$ cat src/cua_map.svh
// Register offsets, reset values and timing counts of the UART
`ifndef CUA_MAP_SVH
`define CUA_MAP_SVH
`define CUA_OFF_CTRL 12'h000
`define CUA_OFF_TXDATA 12'h004
`define CUA_OFF_RXDATA 12'h008
`define CUA_OFF_RXSTAT 12'h00c
`define CUA_OFF_TXSTAT 12'h010
`define CUA_OFF_RXMASK 12'h014
`define CUA_OFF_TXMASK 12'h018
`define CUA_OFF_ADDR 12'h01c
`define CUA_OFF_BREAK 12'h020
`define CUA_CTRL_RST 8'h0
`define CUA_RXMASK_RST 7'h01
`define CUA_TXMASK_RST 4'h0
`define CUA_ADDR1_RST 8'h01
`define CUA_ADDR2_RST 8'h02
`define CUA_BREAK_RST 5'h0d
`define CUA_OVS 5'h10
`define CUA_OVS_MID 5'h07
`define CUA_OVS_A 5'h06
`define CUA_OVS_C 5'h08
`define CUA_FIFO_DEPTH 3'h4
`define CUA_BITS_DEF 4'h8
`define CUA_RX_BRK_MIN 4'ha
`endif

$ cat src/cua_pkg.sv
// Types shared by the UART design
package cua_pkg;
  // Build variants
  typedef enum logic [1:0] {CUA_FULL, CUA_HALF, CUA_RXONLY, CUA_TXONLY} cua_mode_type;
  // Address handling modes
  typedef enum logic [2:0] {CUA_ADR_NONE, CUA_ADR_SWBYTE, CUA_ADR_SWBUF, CUA_ADR_HWBYTE,
                            CUA_ADR_HWBUF} cua_adr_type;
  // Parity kinds
  typedef enum logic [1:0] {CUA_PAR_NONE, CUA_PAR_ODD, CUA_PAR_EVEN, CUA_PAR_MS} cua_par_type;
  typedef enum logic [2:0] {CUA_TX_IDLE, CUA_TX_START, CUA_TX_DATA, CUA_TX_PAR, CUA_TX_STOP,
                            CUA_TX_BRK} cua_tx_state_type;
  typedef enum logic [2:0] {CUA_RX_IDLE, CUA_RX_START, CUA_RX_DATA, CUA_RX_PAR, CUA_RX_STOP
                            } cua_rx_state_type;
endpackage

$ cat src/cua_uart.sv
// Configurable UART with address detect, APB registers, FIFOs and status outputs
`timescale 1ns/1ps
`include "cua_map.svh"

// Contract
// - Full, half, receive-only or transmit-only build
// - Five to nine data bits, default eight
// - Nine-bit mode sends address flag with no or mark/space parity
// - Parity none, odd, even or mark/space
// - Parity changeable by control write
// - One or two stop bits
// - Flow control pins only when selected
// - Software mode flags every address character
// - Hardware byte mode keeps matched address
// - Detect-to-buffer stores only addressed data
// - Two addresses, second absent half duplex
// - Break generation and detection
// - Two of three sample voting
// - CRC taps strobe only data bits
// - Driver enable from transmit buffer
// - Receive and transmit status sources
// - Interrupt is OR of enabled sources
// - Interrupt outputs usable as DMA requests
// - Four-deep FIFO each direction
// - Half duplex has no transmit interrupt
// - Bit rate is clock over oversampling
// - Synchronous reset idles both machines
// - Request-to-send high when receive full
// - Driver enable brackets the transmission
module cua_uart import cua_pkg::*; #(
  parameter cua_mode_type MODE = CUA_FULL,
  parameter cua_adr_type ADR_MODE = CUA_ADR_NONE,
  parameter bit FLOW_HW = 1'b0,
  parameter bit BREAK_EN = 1'b1,
  parameter bit VOTE_EN = 1'b1,
  parameter bit CRC_EN = 1'b1,
  parameter bit TXEN_HW = 1'b1,
  parameter bit PAR_API = 1'b1,
  parameter cua_par_type PAR_DEF = CUA_PAR_NONE,
  parameter logic [3:0] DATA_BITS = `CUA_BITS_DEF,
  parameter bit TWO_STOP = 1'b0
) (
  // Clock, asynchronous and synchronous resets
  input wire logic clk,
  input wire logic rst_n,
  input wire logic sync_reset,
  // APB slave
  input wire logic psel,
  input wire logic penable,
  input wire logic pwrite,
  input wire logic [11:0] paddr,
  input wire logic [31:0] pwdata,
  output logic [31:0] prdata,
  output logic pready,
  output logic pslverr,
  // Serial line and flow control
  input wire logic rx,
  output logic tx,
  input wire logic cts_n,
  output logic rts_n,
  output logic tx_en,
  // Interrupts
  output logic rx_interrupt,
  output logic tx_interrupt,
  // CRC taps
  output logic tx_data,
  output logic tx_clk,
  output logic rx_data,
  output logic rx_clk
);
  localparam bit HAS_TX = (MODE != CUA_RXONLY);
  localparam bit HAS_RX = (MODE != CUA_TXONLY);
  localparam bit HAS_A2 = (MODE != CUA_HALF);

  typedef struct packed {
    logic [7:0] ctrl;          // [1:0] parity, [2] tx address flag
    logic [6:0] rx_mask;
    logic [3:0] tx_mask;
    logic [7:0] addr1;
    logic [7:0] addr2;
    logic [4:0] brk_len;
    logic [3:0][8:0] txf;
    logic [1:0] txw;
    logic [1:0] txr;
    logic [2:0] txc;
    logic [3:0][7:0] rxf;
    logic [1:0] rxw;
    logic [1:0] rxr;
    logic [2:0] rxc;
    cua_tx_state_type ts;
    logic [4:0] tdiv;
    logic [3:0] tbit;
    logic [8:0] tsh;
    logic tpar;
    logic brk_req;
    logic tx_line;
    logic tx_done;
    logic tclk;
    cua_rx_state_type rs;
    logic [4:0] rdiv;
    logic [3:0] rbit;
    logic [8:0] rsh;
    logic rpar;
    logic s0;
    logic s1;
    logic [3:0] zcnt;
    logic addressed;
    logic [4:0] rx_st;         // parity, stop, break, match, address sticky bits
    logic rclk;
    logic [31:0] rdat;
  } cua_state_type;

  cua_state_type st_reg, st_next;
  logic acc, wr, rd;
  logic samp, voted;
  logic [6:0] rx_src;
  logic [3:0] tx_src;
  logic ovr_reg, ovr_next;

  assign acc = psel && penable;
  assign wr = acc && pwrite;
  assign rd = acc && !pwrite;

  // Two of three vote over the sampled bit
  always_comb begin
    voted = VOTE_EN ? ((st_reg.s0 & st_reg.s1) | (st_reg.s0 & rx) | (st_reg.s1 & rx)) : rx;
  end

  // Status sources
  always_comb begin
    // status sources
    // Overrun, parity, stop, break, hit, address seen, not empty
    rx_src = {ovr_reg, st_reg.rx_st, (st_reg.rxc != 3'h0)};
    tx_src = {(st_reg.txc != `CUA_FIFO_DEPTH), (st_reg.txc == `CUA_FIFO_DEPTH),
              (st_reg.txc == 3'h0), st_reg.tx_done};
  end

  // Next-state logic
  always_comb begin
    logic [8:0] cd;
    logic push_rx, keep, is_addr, hit, par_ok;
    logic [3:0] nbits;
    cd = '0;
    samp = 1'b0;
    push_rx = 1'b0;
    keep = 1'b0;
    is_addr = 1'b0;
    hit = 1'b0;
    par_ok = 1'b1;
    // nine-bit mode sends eight data bits plus address flag or odd/even parity bit
    nbits = (DATA_BITS == 4'h9) ? 4'h8 : DATA_BITS;
    st_next = st_reg;
    st_next.tclk = 1'b0;
    st_next.rclk = 1'b0;
    st_next.s0 = rx;
    st_next.s1 = st_reg.s0;
    // Register writes
    if (wr) begin
      case (paddr)
        `CUA_OFF_CTRL: st_next.ctrl = PAR_API ? pwdata[7:0] : {st_reg.ctrl[7:2], PAR_DEF};
        `CUA_OFF_TXDATA: if (HAS_TX && st_reg.txc != `CUA_FIFO_DEPTH) begin
          st_next.txf[st_reg.txw] = {st_reg.ctrl[2], pwdata[7:0]};
          st_next.txw = st_reg.txw + 2'h1;
          st_next.txc = st_next.txc + 3'h1;
        end
        `CUA_OFF_RXMASK: st_next.rx_mask = pwdata[6:0];
        `CUA_OFF_TXMASK: st_next.tx_mask = pwdata[3:0];
        `CUA_OFF_ADDR: begin
          st_next.addr1 = pwdata[7:0];
          // second address absent in half duplex
          st_next.addr2 = HAS_A2 ? pwdata[15:8] : 8'h0;
        end
        `CUA_OFF_BREAK: if (BREAK_EN) begin
          st_next.brk_len = pwdata[4:0];
          st_next.brk_req = 1'b1;
        end
        default: ;
      endcase
    end
    // Register reads, with side effects
    st_next.rdat = 32'h0;
    if (psel && !penable && !pwrite) begin
      case (paddr)
        `CUA_OFF_CTRL: st_next.rdat = {24'h0, st_reg.ctrl};
        `CUA_OFF_RXDATA: st_next.rdat = {24'h0, st_reg.rxf[st_reg.rxr]};
        `CUA_OFF_RXSTAT: st_next.rdat = {25'h0, rx_src};
        `CUA_OFF_TXSTAT: st_next.rdat = {28'h0, tx_src};
        `CUA_OFF_RXMASK: st_next.rdat = {25'h0, st_reg.rx_mask};
        `CUA_OFF_TXMASK: st_next.rdat = {28'h0, st_reg.tx_mask};
        `CUA_OFF_ADDR: st_next.rdat = {16'h0, st_reg.addr2, st_reg.addr1};
        `CUA_OFF_BREAK: st_next.rdat = {27'h0, st_reg.brk_len};
        default: st_next.rdat = 32'h0;
      endcase
    end
    if (rd && paddr == `CUA_OFF_RXDATA && st_reg.rxc != 3'h0) begin
      st_next.rxr = st_reg.rxr + 2'h1;
      st_next.rxc = st_next.rxc - 3'h1;
    end
    // Reading status clears only the sticky bits that the read reported
    if (rd && paddr == `CUA_OFF_RXSTAT) st_next.rx_st = st_reg.rx_st & ~st_reg.rdat[5:1];
    if (rd && paddr == `CUA_OFF_TXSTAT) st_next.tx_done = st_reg.tx_done & ~st_reg.rdat[0];

    // Transmitter, one bit per oversampling period
    if (HAS_TX) begin
      st_next.tdiv = (st_reg.tdiv == `CUA_OVS - 5'h1) ? 5'h0 : st_reg.tdiv + 5'h1;
      case (st_reg.ts)
        CUA_TX_IDLE: begin
          st_next.tx_line = 1'b1;
          st_next.tdiv = 5'h0;
          if (st_reg.brk_req) begin
            st_next.ts = CUA_TX_BRK;
            st_next.tbit = 4'h0;
            st_next.brk_req = 1'b0;
          end else if (st_reg.txc != 3'h0 && !(FLOW_HW && cts_n)) begin
            st_next.tsh = st_reg.txf[st_reg.txr];
            st_next.txr = st_reg.txr + 2'h1;
            st_next.txc = st_next.txc - 3'h1;
            st_next.ts = CUA_TX_START;
          end
        end
        CUA_TX_START: begin
          st_next.tx_line = 1'b0;
          st_next.tbit = 4'h0;
          st_next.tpar = 1'b0;
          if (st_reg.tdiv == `CUA_OVS - 5'h1) st_next.ts = CUA_TX_DATA;
        end
        CUA_TX_DATA: begin
          st_next.tx_line = st_reg.tsh[st_reg.tbit];
          st_next.tclk = (st_reg.tdiv >= `CUA_OVS_MID);
          if (st_reg.tdiv == `CUA_OVS - 5'h1) begin
            st_next.tpar = st_reg.tpar ^ st_reg.tsh[st_reg.tbit];
            st_next.tbit = st_reg.tbit + 4'h1;
            if (st_reg.tbit == nbits - 4'h1) begin
              st_next.tbit = 4'h0;
              st_next.ts = (st_reg.ctrl[1:0] == CUA_PAR_NONE && DATA_BITS != 4'h9) ?
                           CUA_TX_STOP : CUA_TX_PAR;
            end
          end
        end
        CUA_TX_PAR: begin
          case (cua_par_type'(st_reg.ctrl[1:0]))
            CUA_PAR_ODD: st_next.tx_line = ~st_reg.tpar;
            CUA_PAR_EVEN: st_next.tx_line = st_reg.tpar;
            default: st_next.tx_line = st_reg.tsh[8];
          endcase
          if (st_reg.tdiv == `CUA_OVS - 5'h1) st_next.ts = CUA_TX_STOP;
        end
        CUA_TX_STOP: begin
          st_next.tx_line = 1'b1;
          if (st_reg.tdiv == `CUA_OVS - 5'h1) begin
            st_next.tbit = st_reg.tbit + 4'h1;
            if (st_reg.tbit == {3'h0, TWO_STOP}) begin
              st_next.ts = CUA_TX_IDLE;
              st_next.tx_done = 1'b1;
            end
          end
        end
        CUA_TX_BRK: begin
          // zeros for the programmed bit count
          st_next.tx_line = 1'b0;
          if (st_reg.tdiv == `CUA_OVS - 5'h1) begin
            st_next.tbit = st_reg.tbit + 4'h1;
            if ({1'b0, st_reg.tbit} >= st_reg.brk_len - 5'h1) begin
              st_next.ts = CUA_TX_STOP;
              st_next.tbit = {3'h0, TWO_STOP};
            end
          end
        end
        default: st_next.ts = CUA_TX_IDLE;
      endcase
    end

    // Receiver
    if (HAS_RX) begin
      st_next.rdiv = (st_reg.rdiv == `CUA_OVS - 5'h1) ? 5'h0 : st_reg.rdiv + 5'h1;
      samp = (st_reg.rdiv == `CUA_OVS_C);
      case (st_reg.rs)
        CUA_RX_IDLE: begin
          st_next.rdiv = 5'h0;
          if (!st_reg.s0) st_next.rs = CUA_RX_START;
        end
        CUA_RX_START: if (samp) begin
          st_next.rbit = 4'h0;
          st_next.rpar = 1'b0;
          st_next.zcnt = 4'h1;
          st_next.rs = voted ? CUA_RX_IDLE : CUA_RX_DATA;
        end
        CUA_RX_DATA: if (samp) begin
          st_next.rsh[st_reg.rbit] = voted;
          st_next.rpar = st_reg.rpar ^ voted;
          // receive tap strobe on data bits only
          st_next.rclk = 1'b1;
          st_next.rbit = st_reg.rbit + 4'h1;
          if (!voted && st_reg.zcnt != 4'hf) st_next.zcnt = st_reg.zcnt + 4'h1;
          if (st_reg.rbit == nbits - 4'h1) begin
            st_next.rs = (st_reg.ctrl[1:0] == CUA_PAR_NONE && DATA_BITS != 4'h9) ?
                         CUA_RX_STOP : CUA_RX_PAR;
          end
        end
        CUA_RX_PAR: if (samp) begin
          st_next.rsh[8] = voted;
          if (!voted && st_reg.zcnt != 4'hf) st_next.zcnt = st_reg.zcnt + 4'h1;
          st_next.rs = CUA_RX_STOP;
        end
        CUA_RX_STOP: if (samp) begin
          st_next.rs = CUA_RX_IDLE;
          cd = st_reg.rsh;
          if (nbits < 4'h8) cd[8:0] = st_reg.rsh & ~(9'h1ff << nbits);
          case (cua_par_type'(st_reg.ctrl[1:0]))
            CUA_PAR_ODD: par_ok = (st_reg.rpar ^ st_reg.rsh[8]);
            CUA_PAR_EVEN: par_ok = !(st_reg.rpar ^ st_reg.rsh[8]);
            default: par_ok = 1'b1;
          endcase
          is_addr = (st_reg.ctrl[1:0] == CUA_PAR_MS) && st_reg.rsh[8];
          hit = is_addr && (cd[7:0] == st_reg.addr1 || (HAS_A2 && cd[7:0] == st_reg.addr2));
          case (ADR_MODE)
            CUA_ADR_HWBYTE: begin
              if (is_addr) st_next.addressed = hit;
              keep = is_addr ? hit : st_reg.addressed;
            end
            CUA_ADR_HWBUF: begin
              if (is_addr) st_next.addressed = hit;
              keep = !is_addr && st_reg.addressed;
            end
            default: keep = 1'b1;
          endcase
          if (is_addr && (ADR_MODE == CUA_ADR_SWBYTE || ADR_MODE == CUA_ADR_SWBUF ||
              keep)) st_next.rx_st[0] = 1'b1;
          if (hit) st_next.rx_st[1] = 1'b1;
          // stop error on low stop bit, break on long zero run
          // The low stop bit itself completes the zero count
          if (!voted && st_reg.zcnt >= `CUA_RX_BRK_MIN - 4'h1 && BREAK_EN) begin
            st_next.rx_st[2] = 1'b1;
            keep = 1'b0;
          end else if (!voted) begin
            st_next.rx_st[3] = 1'b1;
          end
          if (!par_ok && keep) st_next.rx_st[4] = 1'b1;
          push_rx = keep;
        end
        default: st_next.rs = CUA_RX_IDLE;
      endcase
      // push into four-deep FIFO or flag overrun
      if (push_rx) begin
        if (st_next.rxc == `CUA_FIFO_DEPTH) begin
          // FIFO full: character dropped, overrun flagged in its own process
          st_next.zcnt = 4'h0;
        end else begin
          st_next.rxf[st_reg.rxw] = cd[7:0];
          st_next.rxw = st_reg.rxw + 2'h1;
          st_next.rxc = st_next.rxc + 3'h1;
        end
      end
    end
    // synchronous reset idles both machines and drops the character
    if (sync_reset) begin
      st_next.ts = CUA_TX_IDLE;
      st_next.rs = CUA_RX_IDLE;
      st_next.tx_line = 1'b1;
      st_next.brk_req = 1'b0;
    end
  end

  // Overrun sticky flag kept apart to keep the push path simple
  always_comb begin
    ovr_next = ovr_reg;
    if (rd && paddr == `CUA_OFF_RXSTAT) ovr_next = ovr_reg & ~st_reg.rdat[6];
    // overrun when FIFO full at completion; set wins over clear
    if (HAS_RX && st_reg.rs == CUA_RX_STOP && st_reg.rdiv == `CUA_OVS_C && st_next.rxc ==
        `CUA_FIFO_DEPTH && st_next.rxw == st_reg.rxw && st_next.rs == CUA_RX_IDLE &&
        st_reg.rxc == `CUA_FIFO_DEPTH && !(rd && paddr == `CUA_OFF_RXDATA)) ovr_next = 1'b1;
  end

  // State registers
  always_ff @(posedge clk or negedge rst_n) begin
    if (!rst_n) begin
      st_reg <= '0;
      st_reg.ctrl <= `CUA_CTRL_RST;
      st_reg.rx_mask <= `CUA_RXMASK_RST;
      st_reg.tx_mask <= `CUA_TXMASK_RST;
      st_reg.addr1 <= `CUA_ADDR1_RST;
      st_reg.addr2 <= `CUA_ADDR2_RST;
      st_reg.brk_len <= `CUA_BREAK_RST;
      st_reg.tx_line <= 1'b1;
      st_reg.s0 <= 1'b1;
      st_reg.s1 <= 1'b1;
      ovr_reg <= 1'b0;
    end else begin
      st_reg <= st_next;
      ovr_reg <= ovr_next;
    end
  end

  // Outputs
  assign pready = 1'b1;
  assign pslverr = 1'b0;
  assign prdata = st_reg.rdat;
  assign tx = st_reg.tx_line;
  // request-to-send high when receive FIFO full
  assign rts_n = FLOW_HW ? (st_reg.rxc == `CUA_FIFO_DEPTH) : 1'b0;
  // driver enable while queue or shifter busy
  assign tx_en = TXEN_HW && (st_reg.ts != CUA_TX_IDLE || st_reg.txc != 3'h0);
  // interrupt is OR of enabled sources; no transmit interrupt in half duplex
  assign rx_interrupt = HAS_RX && |(rx_src & st_reg.rx_mask);
  assign tx_interrupt = (MODE == CUA_FULL || MODE == CUA_TXONLY) && |(tx_src & st_reg.tx_mask);
  assign tx_data = CRC_EN && st_reg.tx_line;
  assign tx_clk = CRC_EN && st_reg.tclk;
  assign rx_data = CRC_EN && st_reg.rsh[st_reg.rbit == 4'h0 ? 4'h0 : st_reg.rbit - 4'h1];
  assign rx_clk = CRC_EN && st_reg.rclk;

  chk_tx_start_low: assert property (@(posedge clk) disable iff (!rst_n)
    st_reg.ts == CUA_TX_START && !sync_reset |=> !tx) else $error("start bit not low");
  chk_rts_full: assert property (@(posedge clk) disable iff (!rst_n)
    FLOW_HW && st_reg.rxc == `CUA_FIFO_DEPTH |-> rts_n) else $error("rts not high");
  chk_txen_busy: assert property (@(posedge clk) disable iff (!rst_n)
    TXEN_HW && st_reg.ts != CUA_TX_IDLE |-> tx_en) else $error("tx_en low in frame");
  chk_fifo_depth: assert property (@(posedge clk) disable iff (!rst_n)
    st_reg.rxc <= `CUA_FIFO_DEPTH && st_reg.txc <= `CUA_FIFO_DEPTH) else $error("fifo");
  chk_sreset_idle: assert property (@(posedge clk) disable iff (!rst_n)
    sync_reset |=> st_reg.rs == CUA_RX_IDLE && tx) else $error("reset not idle");
  chk_cts_wait: assert property (@(posedge clk) disable iff (!rst_n)
    FLOW_HW && cts_n && st_reg.ts == CUA_TX_IDLE && !st_reg.brk_req && !sync_reset
    |=> st_reg.ts == CUA_TX_IDLE) else $error("sent while cts high");
  chk_tclk_data: assert property (@(posedge clk) disable iff (!rst_n)
    tx_clk |-> $past(st_reg.ts) == CUA_TX_DATA) else $error("strobe outside data");
  chk_rx_irq_or: assert property (@(posedge clk) disable iff (!rst_n)
    HAS_RX && st_reg.rx_mask[0] && st_reg.rxc != 3'h0 |-> rx_interrupt)
    else $error("irq missing");
endmodule

$ cat config.mk
export PLATFORM = sky130hd
export DESIGN_NAME = cua_uart
export DESIGN_NICKNAME = d
export VERILOG_FILES = /design/src/cua_pkg.sv /design/src/cua_uart.sv
export VERILOG_INCLUDE_DIRS = /design/src /design/src/src
export SDC_FILE = /design/constraint.sdc
export NUM_CORES = 1
export LEC_CHECK = 0
export BUFFER_PORTS_ARGS = -buffer_cell sky130_fd_sc_hd__buf_2
export CAP_MARGIN = 20
export CORE_UTILIZATION = 55
export CTS_BUF_LIST = sky130_fd_sc_hd__clkbuf_8
export DETAILED_ROUTE_END_ITERATION = 16
export PLACE_DENSITY_LB_ADDON = 0.15
export SETUP_SLACK_MARGIN = 0.2
export SLEW_MARGIN = 10
export SYNTH_ARGS = -nofsm -noshare
export SYNTH_HDL_FRONTEND = slang
export SYNTH_SLANG_ARGS = --single-unit
$ cat constraint.sdc
create_clock -name clk -period 2.23 [get_ports clk]
set_input_delay 0.223 -clock clk [delete_from_list [all_inputs] [get_ports clk]]
set_output_delay 0.223 -clock clk [all_outputs]
set_load 0.1 [all_outputs]
=== Word-level counts from Yosys, hierarchy flattened ===
Cells that the tools add are included.

* Add/subtract/negate cells: 15
* Magnitude comparators: 13
* Eq/ne operators: 50
* Mux-type cells: 116
* Bitwise gates (word level): 19
* Reductions and logical operators: 68

{| class="wikitable"
|+ Operator list
! operator !! count
|-
| $pmux 16 s8 || 1
|-
| $mux 3 || 28
|-
| $mux 4 || 13
|-
| $eq 12x5->1 const B || 4
|-
| $bwmux 36 || 1
|-
| $mux 5 || 7
|-
| $mux 1 || 34
|-
| $bwmux 32 || 1
|-
| $mux 8 || 4
|-
| $ne 3x3->1 const B || 9
|-
| $eq 12x4->1 const B || 2
|-
| $logic_and 1x1->1 || 24
|-
| $eq 3x3->1 const B || 7
|-
| $pmux 4 s5 || 1
|-
| $bmux 9 s2 || 1
|-
| $demux 9 s2 || 1
|-
| $mux 9 || 2
|-
| $pmux 3 s6 || 1
|-
| $bmux 8 s2 || 1
|-
| $demux 8 s2 || 1
|-
| $eq 8x8->1 || 2
|-
| $mux 16 || 1
|-
| $pmux 4 s2 || 2
|-
| $reduce_and 2->1 || 8
|-
| other kinds (56) || 125
|}

* Register bits: 215

=== Longest topological paths before layout ===
Gate-level depths: netlist of the first run.

* Depth in word-level cells: 18
* Gate-level depth with buffers: 10
* Gate-level depth less buffers: 10

=== Worst setup path before layout of the first run ===
OpenSTA, ideal clock, no wires.

* Kind: reg2out
* Start point: reg st_reg[55] (netlist bit)
* End point: out rx_data
* Arrival: 3.851 ns
* Path slack: -1.844 ns
* Stages on the path, launching flop included: 10
* Cells stage by stage: dfrtp_1 -> clkbuf_1 -> inv_1 -> ha_1 -> clkbuf_1 -> a21oi_1 -> o22ai_1 -> a311oi_1 -> a21oi_1 -> o21ai_0

* Word-level cells in the longest chain between the ends: 4

{| class="wikitable"
|+ Ends and longest elaborated chain
! element !! line !! RTL
|-
| start: declaration || cua_uart.sv:113 || <nowiki>cua_state_type st_reg, st_next;</nowiki>
|-
| start signal: assignment || cua_uart.sv:389 || <nowiki>st_reg <= st_next;</nowiki>
|-
| $sub 4x1->4 or $logic_not 4->1 (tied branches) || cua_uart.sv:408 || <nowiki>assign rx_data = CRC_EN && st_reg.rsh[st_reg.rbit == 4'h0 ? 4'h0 : st_reg.rbit - 4'h1];</nowiki>
|-
| $mux 4 * || cua_uart.sv:408 ||
|-
| $bmux 1 s4 * || cua_uart.sv:408 ||
|-
| $mux 1 * || cua_uart.sv:408 ||
|-
| end: declaration || cua_uart.sv:68 || <nowiki>output logic rx_data,</nowiki>
|}

Every way passes the cells marked *; elsewhere a longest branch is shown, timed or not. The select of a mux whose other input is x is not followed.

=== Worst setup path after layout of the first run ===
Same ends and word-level chain as after synthesis.

==> load_flow_metrics.sql, run 1 <==
INSERT INTO impl_metrics (metric_group, metric, value, unit) VALUES
('layout', 'utilization', '0.675', ''),
('setup_path', 'critical_path.cell_chain', 'or3_4, o21ai_1, o311ai_1, a311oi_2, a21oi_2, o21ai_4, buf_12', ''),
('global_route', 'grt_max_degree', '56', ''),
('synth', 'postSynthCellCount', '897', ''),
('setup_path', 'timing.critical_path.fanout_max', '5', ''),
('power', 'pwr-share-comb', '0.235', ''),
('setup_path', 'timing_worst_setup_path_type', 'flip-flop to output pin', ''),
('clock_tree', 'source_to_sink_clock_delay_at_the_later_pin_of_the_worst_skew_pair', '0.49', 'ns'),
('sta', 'finalHoldWorstSlack', '0.0253', 'ns'),
('synth', 'synth.ff_latch_count', '199', ''),
('global_route', 'number_of_global_route_vias_before_repair', '7529', ''),
('placed_design', 'gpl.final_weighted_congestion', '0.939', ''),
('sta', 'clock-skew-final', '0.0162', 'ns'),
('route', 'detail_route.wirelength', '25.5', 'mm'),
('synth', 'synth_enable_flop_cells', '0', ''),
('power', 'power_frac_seq', '0.478', ''),
('clock_tree', 'htree_levels', '4', ''),
('power', 'power.share.switching', '0.347', ''),
('sta', 'final_period_minus_worst_setup_slack', '2.59', 'ns'),
('sta', 'timing.final.crit_share', '1.16', ''),
('floorplanning', 'chipHeight', '140', 'um'),
('setup_path', 'critical_path_at', '2.37', 'ns'),
('global_route', 'globalRouteOverflowTotal', '0', ''),
('floorplanning', 'die_width', '140', 'um'),
('synth', 'ys_seq_area_frac', '0.477', ''),
('route', 'dr.max_layer_used', 'met4', ''),
('setup_path', 'timing.critical_path.slowest_stage_cell', 'dfrtp_2', ''),
('synth', 'count_of_distinct_cell_types_in_the_synthesized_netlist', '71', ''),
('setup_path', 'critical_path_depth', '7', ''),
('sta', 'setup_viol_count_final', '4', ''),
('sta', 'grt_setup_unrepaired', 'true', ''),
('min_path', 'hold_path_class', 'primary input to flip-flop', ''),
('setup_path', 'worstPathRequired', '2.01', 'ns'),
('layout', 'design.final.nets', '1122', ''),
('synth', 'synthesis.area_per_instance', '11.7', 'sq um'),
('sta', 'slew_at_the_pin_closest_to_its_max_slew_limit', '0.623', 'ns'),
('floorplanning', 'die_area', '19600', 'sq um'),
('sta', 'worst_slack', '-0.364', 'ns'),
('route', 'detail_route.vias_per_cell', '5.87', ''),
('sta', 'max_freq', '386', 'MHz'),
('setup_path', 'rrSetupSlack', '-0.11', 'ns'),
('route', 'vias', '7534', ''),
('sta', 'slew_viol_final', '0', ''),
('synth', 'postSynth.asyncResetShare', '1.00', ''),
('clock_tree', 'clk_path_buf_depth', '2', ''),
('setup_path', 'setup.worst_path.start_class', 'flip-flop', ''),
('floorplanning', 'rows', '50', ''),
('route', 'met3WireLength', '1.03', 'mm'),
('power', 'power_density', '647', 'nW/um^2'),
('power', 'max-vdd-ir-drop', '0.408', 'mV'),
('setup_path', 'worstPathBufferInverterCount', '1', ''),
('route', 'drt_drc_violations_left', '0', ''),
('status', 'run_status', 'finished, violations left', ''),
('clock_tree', 'clock_tree.root_cell', 'clkbuf_8', ''),
('route', 'detailroute.wirelength.met2', '11.9', 'mm'),
('layout', 'diodes', '0', ''),
('status', 'violations_in_the_final_reports', 'setup timing', ''),
('power', 'power_report.internal_total', '5.33', 'mW'),
('route', 'routed_wire_length_per_instance', '19.8', 'um'),
('global_route', 'grt_antenna_before_repair', '0', ''),
('sta', 'timing.final.hold_violations', '0', ''),
('placed_design', 'post_detailed_placement_half_perimeter_wirelength', '18.2', 'mm'),
('placed_design', 'placement.setup.worst_slack', '-0.0939', 'ns'),
('route', 'met1_length', '11.9', 'mm'),
('min_path', 'hold_depth', '2', ''),
('setup_path', 'reg2reg_from', 'st_reg[175]', ''),
('power', 'clock_network_fraction_of_total_power', '0.287', ''),
('setup_path', 'worstReg2RegEnd', 'st_reg[92]', ''),
('global_route', 'wire_length_of_the_first_global_routing_pass', '40.6', 'mm'),
('power', 'total_switching_power', '2.83', 'mW'),
('synth', 'synth-main-ff-cell', 'dfrtp_1', '');
==> per-layer routing <==
layer  vias to the layer above  track usage
li1                       3465            -
met1                      3811        0.380
met2                       211        0.429
met3                        47       0.0499
met4                         0       0.0925
met5                         -            0
==> Yosys cell counts, types with 13 or more instances <==
| cell type | instances | share of area |
|---|---|---|
| o21ai_0 | 36 | 0.017 |
| mux4_2 | 20 | 0.043 |
| nor2_1 | 49 | 0.018 |
| nand2_1 | 59 | 0.021 |
| inv_1 | 28 | 0.010 |
| buf_4 | 39 | 0.028 |
| ha_1 | 34 | 0.041 |
| mux2_2 | 124 | 0.13 |
| mux2i_1 | 13 | 0.012 |
| clkbuf_1 | 18 | 0.0065 |
| and3_1 | 14 | 0.0084 |
| xnor2_1 | 31 | 0.026 |
| a21oi_1 | 24 | 0.011 |
| dfrtp_1 | 190 | 0.45 |
| nand3_1 | 20 | 0.0096 |
| a22oi_1 | 14 | 0.010 |
==> stage by stage <==
stage | power (mW) | std cells | area [sq um] | TNS, ns
2_1_floorplan | 5.18 | 914 | 10700 | -0.901
3_3_place_gp | 5.66 | 1225 | 11600 | -0.0191
3_5_place_dp | 5.69 | 1225 | 11600 | -2.69
4_1_cts | 8.16 | 1277 | 12400 | -0.347
5_1_grt | 8.55 | 1283 | 12600 | -2.82
6_report | 8.17 | 1283 | 12600 | -0.603
==> final cells by class <==
cell class | instances | area (sq um)
Multi-Input combinational cell | 622 | 5530
Fill cell | 1419 | 6080
Tap cell | 234 | 293
Clock inverter | 15 | 176
Clock buffer | 17 | 234
Timing Repair Buffer | 168 | 1290
Inverter | 28 | 113
Sequential cell | 199 | 4990
==> how the worst max path moves through the flow <==
stage | from | endpoint
floorplan | st_reg[55] | rx_data
global placement | paddr[9] | st_reg[112]
detailed placement | paddr[9] | st_reg[113]
CTS | st_reg[55] | rx_data
global route | st_reg[55] | rx_data
finish | st_reg[55] | rx_data
==> cells by family after synthesis <==
family,after synthesis,share of synthesized area
multiplexers,157,0.189
AND/OR/NAND/NOR,237,0.124
adder cells (fa/ha/maj),35,0.0416
AO/OA/AOI/OAI,136,0.0876
flip-flops,199,0.477
XOR/XNOR,38,0.0318
buffers and inverters,93,0.0489
other,2,0.000717
==> power groups by stage <==
stage | registers, mW | clock network (mW) | logic [mW]
floorplan | 3.93 | 0 | 1.25
global placement | 3.96 | 0 | 1.70
detailed placement | 3.96 | 0 | 1.73
CTS | 3.91 | 2.42 | 1.83
global route | 3.93 | 2.54 | 2.08
finish | 3.90 | 2.35 | 1.92
==> layout by cell type (no fill, tap or decap), drive strengths merged, types with 4 or more instances in the layout <==
master / count
a211oi: 6
a21oi: 24
a222oi: 4
a22o: 4
a22oi: 14
a31oi: 9
a32o: 4
and2: 13
and3: 15
buf: 157
clkbuf: 18
clkinv: 7
conb: 19
dfrtp: 190
dfstp: 9
dlygate4sd3: 10
ha: 34
inv: 35
mux2: 124
mux2i: 13
mux4: 20
nand2: 65
nand2b: 10
nand3: 21
nand3b: 4
nand4: 8
nand4b: 4
nor2: 49
nor2b: 10
nor3: 17
nor3b: 5
nor4b: 4
o21a: 4
o21ai: 36
o31ai: 4
xnor2: 31
xor2: 7
==> repair_timing <==
item,in CTS,in global routing
gates resized for setup,70,33
gates cloned,0,0
setup endpoints to repair,45,69
buffers inserted,10,6
pin swaps,20,17
hold buffers,10,0
hold endpoints to repair,55,0
No activity file was read; power rests on OpenSTA's default activity.
==> run 2, diff against run 1 <==
--- a/config.mk
+++ b/config.mk
@@ -11,7 +11,7 @@
 export CORE_UTILIZATION = 55
 export CTS_BUF_LIST = sky130_fd_sc_hd__clkbuf_8
 export DETAILED_ROUTE_END_ITERATION = 16
-export PLACE_DENSITY_LB_ADDON = 0.15
+export PLACE_DENSITY = 0.89
 export SETUP_SLACK_MARGIN = 0.2
 export SLEW_MARGIN = 10
 export SYNTH_ARGS = -nofsm -noshare
==> load_flow_metrics.sql, run 2 (synthesis gave the netlist of run 1 again) <==
INSERT INTO impl_metrics (metric_group, metric, value, unit) VALUES
('status', 'run_status', 'finished, violations left', ''),
('status', 'violations_in_the_final_reports', 'setup timing', ''),
('route', 'pre_repair_dr_iteration_count', '7', ''),
('setup_path', 'setup.worst_path.start_class', 'flip-flop', ''),
('sta', 'timing.slew.headroom', '0.556', ''),
('clock_tree', 'clock_transition_time_at_the_flip_flop_clock_pins_of_the_worst_setup_and_hold_paths', '0.11', 'ns'),
('power', 'finalPower', '8.56', 'mW'),
('global_route', 'wire_length_of_the_first_global_routing_pass', '42.0', 'mm'),
('layout', 'largest_register_ffs', '173', ''),
('power', 'static_leakage', '5.98', 'nW'),
('floorplanning', 'ios', '95', ''),
('layout', 'commonest_cells_after_routing_fill_and_taps_aside', '187 x dfrtp_1, 92 x mux2_2, 85 x buf_4, 55 x nand2_1, 53 x buf_2', ''),
('sta', 'max_freq', '395', 'MHz'),
('route', 'vias', '7893', ''),
('sta', 'timing.final.crit_share', '1.14', ''),
('placed_design', 'post_detailed_placement_half_perimeter_wirelength', '18.0', 'mm'),
('route', 'detail_route.wirelength', '27.6', 'mm'),
('floorplanning', 'die_area', '19600', 'sq um'),
('clock_tree', 'source_to_sink_clock_delay_at_the_later_pin_of_the_worst_skew_pair', '0.51', 'ns'),
('floorplanning', 'chipHeight', '140', 'um'),
('sta', 'final_period_minus_worst_setup_slack', '2.53', 'ns'),
('clock_tree', 'tritoncts.num_buffers', '17', ''),
('global_route', 'grtUsageTotal', '0.281', ''),
('layout', 'filler_cells', '1177', ''),
('route', 'initialDrtViolationCount', '652', ''),
('clock_tree', 'htree_levels', '4', ''),
('sta', 'clock-skew-final', '0.0178', 'ns'),
('power', 'max-vdd-ir-drop', '0.366', 'mV'),
('power', 'total_switching_power', '3.02', 'mW'),
('sta', 'slew_viol_final', '0', ''),
('layout', 'layout.cells.most_common', 'dfrtp_1', ''),
('clock_tree', 'clock_tree.root_cell', 'clkbuf_8', ''),
('setup_path', 'reg2reg_from', 'st_reg[175]', ''),
('min_path', 'hold_depth', '2', ''),
('power', 'clock_network_fraction_of_total_power', '0.277', ''),
('sta', 'setup_viol_count_final', '24', ''),
('clock_tree', 'tritoncts', 'yes', ''),
('sta', 'worst_slack', '-0.304', 'ns'),
('placed_design', 'port-buffer-count', '58', ''),
('route', 'routed_wire_length_per_instance', '21.5', 'um'),
('sta', 'slew_at_the_pin_closest_to_its_max_slew_limit', '0.664', 'ns'),
('power', 'power_report.internal_total', '5.54', 'mW'),
('setup_path', 'crit_path_end_kind', 'output pin', ''),
('min_path', 'endpoint_of_the_worst_hold_path', 'st_reg[90]', ''),
('layout', 'utilization', '0.679', ''),
('placed_design', 'gpl.final_weighted_congestion', '1.01', ''),
('floorplanning', 'rows', '50', ''),
('min_path', 'min_from', 'sync_reset', ''),
('route', 'drt_drc_violations_left', '0', ''),
('power', 'power_density', '674', 'nW/um^2'),
('sta', 'timing.final.hold_violations', '0', ''),
('setup_path', 'worstReg2RegEnd', 'st_reg[91]', ''),
('clock_tree', 'clock-sinks', '199', ''),
('clock_tree', 'clk_path_buf_depth', '2', ''),
('route', 'detail_route.vias_per_cell', '6.14', ''),
('setup_path', 'timing_worst_setup_path_type', 'flip-flop to output pin', ''),
('min_path', 'hold_path_class', 'primary input to flip-flop', ''),
('route', 'detail-route-antenna-nets', '0', ''),
('setup_path', 'critical_path_at', '2.31', 'ns'),
('floorplanning', 'die_width', '140', 'um'),
('layout', 'drive_above_1_share', '0.411', ''),
('power', 'power.share.switching', '0.353', ''),
('setup_path', 'rrSetupSlack', '-0.30', 'ns'),
('job', 'max-cap-violations', '0', ''),
('sta', 'grt_setup_unrepaired', 'true', ''),
('global_route', 'globalRouteOverflowTotal', '0', ''),
('global_route', 'number_of_global_route_vias_before_repair', '7826', ''),
('setup_path', 'timing.critical_path.fanout_max', '12', ''),
('layout', 'design.final.nets', '1123', ''),
('power', 'power_frac_seq', '0.460', ''),
('floorplanning', 'initial_core_util', '0.560', ''),
('layout', 'synthToLayoutAreaGrowth', '21.3', '%'),
('global_route', 'grt_antenna_before_repair', '1', ''),
('floorplanning', 'core_region_area', '18700', 'sq um'),
('setup_path', 'reg2regPathDepth', '11', ''),
('setup_path', 'worstPathRequired', '2.01', 'ns'),
('power', 'pwr-share-comb', '0.263', ''),
('global_route', 'grt_max_degree', '57', '');
[run 2: cell types whose count changed in the layout (fill, tap and decap cells not counted), moves of 3 or more]
| cell | previous run | this run |
|---|---|---|
| inv_1 | 23 | 19 |
| nand2_2 | 6 | 3 |
| mux2_2 | 89 | 92 |
| inv_2 | 3 | 8 |
| mux2_4 | 35 | 32 |
| nand2_1 | 52 | 55 |
| o21ai_2 | 4 | 1 |
[run 2: how the worst max path moves through the flow]
stage,startpoint,to,slack [ns]
after CTS,st_reg[56],rx_data,-0.39
final,st_reg[58],rx_data,-0.30
after global routing,st_reg[175],st_reg[91],-0.38
after detailed placement,st_reg[60],st_reg[129],-0.11
after global placement,st_reg[60],st_reg[125],-0.05
after floorplan,st_reg[55],rx_data,-0.08
[run 2: power groups by stage]
stage	Sequential, mW	Combinational (mW)	Clock [mW]
after global routing	3.96	2.39	2.52
after CTS	3.92	1.92	2.39
after detailed placement	3.98	1.70	0
after global placement	3.97	1.64	0
final	3.94	2.25	2.37
after floorplan	3.93	1.25	0
[run 2: area by class of cell]
type / count / area (sq um) / share of cell area
multi-input combinational: 622 / 5590 / 0.440
sequential: 199 / 4990 / 0.393
clock buffer: 17 / 234 / 0.0184
clock inverter: 15 / 175 / 0.0138
timing repair buffer: 169 / 1300 / 0.103
antenna: 1 / 2.50 / 0.000197
tap: 234 / 293 / 0.0230
inverter: 28 / 110 / 0.00867
[run 2: metal layers]
layer / GRT usage / wire length (um) / vias to the layer above
met1: 0.355 / 10900 / 3966
met2: 0.465 / 13800 / 366
met5: 0 / 0 / -
li1: - / - / 3472
met3: 0.0530 / 1890 / 89
met4: 0.142 / 1040 / 0
[run 2: worst max-delay path, stage by stage, from the launching register on]
cell and delay [ns]:
dfrtp_1 0.67, nor2_1 0.07, a21oi_1 0.15, o22ai_1 0.12
a311oi_2 0.33, a21oi_1 0.11, o21ai_4 0.16, buf_12 0.19
[run 2: through the flow]
step           cells  hold WS (ns)  TNS, ns  worst slack, ns  area (sq um)
2_1_floorplan    914       -0.0726   -0.901          -0.0838         10700
5_1_grt         1285        0.0161    -4.29           -0.384         12700
3_3_place_gp    1211         0.175   -0.750          -0.0474         11500
3_5_place_dp    1211         0.174    -1.99           -0.107         11500
4_1_cts         1271       0.00148    -1.03           -0.389         12400
6_report        1285        0.0526    -2.10           -0.304         12700
[run 2: what timing repair did]
| item | CTS | global route |
|---|---|---|
| hold endpoints to repair | 45 | 0 |
| setup endpoints to repair | 55 | 69 |
| setup buffers | 18 | 13 |
| hold buffers | 10 | 0 |
| pin swaps | 23 | 17 |
| gates resized for setup | 73 | 40 |
==> run 3, diff against run 2 <==
--- a/config.mk
+++ b/config.mk
@@ -8,6 +8,7 @@
 export LEC_CHECK = 0
 export BUFFER_PORTS_ARGS = -buffer_cell sky130_fd_sc_hd__buf_2
 export CAP_MARGIN = 20
+export CORE_MARGIN = 8
 export CORE_UTILIZATION = 55
 export CTS_BUF_LIST = sky130_fd_sc_hd__clkbuf_8
 export DETAILED_ROUTE_END_ITERATION = 16
==> load_flow_metrics.sql, run 3 (synthesis gave the netlist of run 1 again) <==
INSERT INTO impl_metrics (metric_group, metric, value, unit) VALUES
('route', 'routed_wire_length_per_instance', '22.1', 'um'),
('job', 'max-cap-violations', '0', ''),
('min_path', 'endpoint_of_the_worst_hold_path', 'st_reg[90]', ''),
('sta', 'clock-skew-final', '0.0147', 'ns'),
('placed_design', 'placedCellCount', '1207', ''),
('global_route', 'number_of_global_route_vias_before_repair', '8042', ''),
('sta', 'timing.final.hold_violations', '0', ''),
('power', 'static_leakage', '6.01', 'nW'),
('layout', 'diodes', '0', ''),
('global_route', 'grtUsageTotal', '0.229', ''),
('setup_path', 'rrSetupSlack', '-0.06', 'ns'),
('route', 'detail_route.vias_per_cell', '6.24', ''),
('floorplanning', 'die_width', '154', 'um'),
('floorplanning', 'ios', '95', ''),
('sta', 'timing.slew.headroom', '0.572', ''),
('layout', 'layout.cells.non_filler', '1283', ''),
('placed_design', 'gpl.final_weighted_congestion', '1.02', ''),
('power', 'max-vdd-ir-drop', '0.365', 'mV'),
('route', 'drt_drc_violations_left', '0', ''),
('clock_tree', 'htree_levels', '4', ''),
('min_path', 'min_from', 'sync_reset', ''),
('sta', 'fin_tns_setup', '-0.571', 'ns'),
('setup_path', 'timing.critical_path.fanout_max', '3', ''),
('layout', 'largest_register_ffs', '173', ''),
('sta', 'timing.final.crit_share', '1.21', ''),
('setup_path', 'worstReg2RegEnd', 'st_reg[91]', ''),
('setup_path', 'worstPathRequired', '2.01', 'ns'),
('route', 'initialDrtViolationCount', '815', ''),
('setup_path', 'worstPathBufferInverterCount', '2', ''),
('layout', 'design.final.nets', '1122', ''),
('sta', 'max_freq', '371', 'MHz'),
('setup_path', 'critical-path-max-stage-delay', '0.45', 'ns'),
('route', 'pre_repair_dr_iteration_count', '7', ''),
('placed_design', 'post_detailed_placement_half_perimeter_wirelength', '19.0', 'mm'),
('setup_path', 'reg2reg_from', 'st_reg[175]', ''),
('layout', 'commonest_cells_after_routing_fill_and_taps_aside', '186 x dfrtp_1, 87 x mux2_2, 82 x buf_4, 53 x buf_2, 48 x nand2_1', ''),
('sta', 'grt_setup_unrepaired', 'true', ''),
('clock_tree', 'tritoncts.num_buffers', '17', ''),
('setup_path', 'path_delay_family', 'compound AO/OA/AOI/OAI gates', ''),
('status', 'run_status', 'finished, violations left', ''),
('setup_path', 'crit_path_end_kind', 'output pin', ''),
('floorplanning', 'initial_core_util', '0.560', ''),
('layout', 'drive_above_1_share', '0.414', ''),
('status', 'violations_in_the_final_reports', 'setup timing', ''),
('setup_path', 'setup.worst_path.start_class', 'flip-flop', ''),
('floorplanning', 'chipHeight', '154', 'um'),
('clock_tree', 'clock_transition_time_at_the_flip_flop_clock_pins_of_the_worst_setup_and_hold_paths', '0.11', 'ns'),
('clock_tree', 'clock_tree.root_cell', 'clkbuf_8', ''),
('setup_path', 'timing.critical_path.slowest_stage_cell', 'dfrtp_2', ''),
('sta', 'slew_at_the_pin_closest_to_its_max_slew_limit', '0.641', 'ns'),
('placed_design', 'port-buffer-count', '58', ''),
('floorplanning', 'core_region_area', '18700', 'sq um'),
('setup_path', 'critical_path_at', '2.47', 'ns'),
('clock_tree', 'source_to_sink_clock_delay_at_the_later_pin_of_the_worst_skew_pair', '0.49', 'ns'),
('sta', 'slew_viol_final', '0', ''),
('route', 'detail_route.wirelength', '28.4', 'mm'),
('floorplanning', 'die_area', '23700', 'sq um'),
('sta', 'setup_viol_count_final', '3', ''),
('sta', 'finalHoldWorstSlack', '0.0382', 'ns'),
('setup_path', 'reg2regPathDepth', '10', ''),
('clock_tree', 'clk_path_buf_depth', '2', ''),
('route', 'detail-route-antenna-nets', '0', ''),
('placed_design', 'placement.setup.worst_slack', '-0.0612', 'ns'),
('global_route', 'grt_antenna_before_repair', '0', ''),
('sta', 'worst_slack', '-0.465', 'ns'),
('sta', 'final_period_minus_worst_setup_slack', '2.69', 'ns'),
('layout', 'layout.cells.most_common', 'dfrtp_1', ''),
('clock_tree', 'clock-sinks', '199', ''),
('global_route', 'grt_max_degree', '68', ''),
('route', 'vias', '8006', ''),
('power', 'power_density', '647', 'nW/um^2'),
('global_route', 'globalRouteOverflowTotal', '0', ''),
('min_path', 'hold_depth', '2', ''),
('floorplanning', 'rows', '50', ''),
('global_route', 'wire_length_of_the_first_global_routing_pass', '42.8', 'mm'),
('setup_path', 'timing_worst_setup_path_type', 'flip-flop to output pin', ''),
('min_path', 'hold_path_class', 'primary input to flip-flop', ''),
('layout', 'synthToLayoutAreaGrowth', '21.2', '%'),
('clock_tree', 'tritoncts', 'yes', ''),
('setup_path', 'critical_path.cell_chain', 'or3_4, buf_4, o311ai_1, a311oi_2, a21oi_1, o21ai_4, buf_12', '');
==> run 3: changes by cell type in the layout (fill, tap and decap cells not counted), moves of 5 or more <==
| cell | before | now |
|---|---|---|
| mux2_4 | 32 | 37 |
| nand2_1 | 55 | 48 |
| inv_2 | 8 | 3 |
| mux2_2 | 92 | 87 |
| nand2_2 | 3 | 8 |
| inv_6 | 2 | 8 |
==> run 3: per-stage QoR <==
step           power, mW  utilization  area (sq um)
3_5_place_dp        5.64        0.611         11400
4_1_cts             8.07        0.658         12300
5_1_grt             8.52        0.679         12700
6_report            8.21        0.679         12700
3_3_place_gp        5.59        0.611         11400
2_1_floorplan       5.18            -         10700
==> run 3: report_power, final <==
group	switching [mW]	internal [mW]	total (mW)
clock network	1.40	0.969	2.37
registers	0.197	3.73	3.93
logic	1.18	0.736	1.92
==> run 3: what timing repair did <==
item | in CTS | in global routing
endpoints found under the hold margin | 67 | 0
pin swaps | 17 | 21
hold buffers | 10 | 0
setup buffers | 19 | 15
setup endpoints to repair | 53 | 69
gates resized for setup | 60 | 70
==> run 3: metal layers <==
metal,track usage,wire (um),up-vias
met5,0,0,-
met2,0.381,14100,414
met1,0.285,11100,4032
met4,0.109,1050,0
met3,0.0401,2220,83
li1,-,-,3477
==> run 3: worst max-delay path by stage <==
stage / depth (start not counted) / slack [ns] / start / endpoint
floorplan: 10 / -0.08 / st_reg[55] / rx_data
global placement: 9 / 0.02 / st_reg[60] / st_reg[130]
detailed placement: 7 / -0.06 / st_reg[39] / st_reg[129]
CTS: 7 / -0.39 / st_reg[55] / rx_data
global route: 7 / -0.52 / st_reg[55] / rx_data
finish: 7 / -0.46 / st_reg[55] / rx_data
==> run 3: area by class of cell <==
cell class | instances | area (sq um)
clock inverters | 14 | 155
fillers | 1184 | 6010
repair buffers | 168 | 1290
multi-input cells | 622 | 5600
clock buffers | 18 | 248
flip-flops and latches | 199 | 5000
inverters | 28 | 118
well taps | 234 | 293
==> run 3: worst reg2reg max path: cells and delay by family, from the launching register on <==
family	cells	cell delay [ns]
muxes	1	0.20
buffers and inverters	1	0.05
AOI/OAI and AO/OA	5	0.78
xor gates and xnor gates	1	0.13
adders and majority gates	2	0.44
DFF	1	0.57
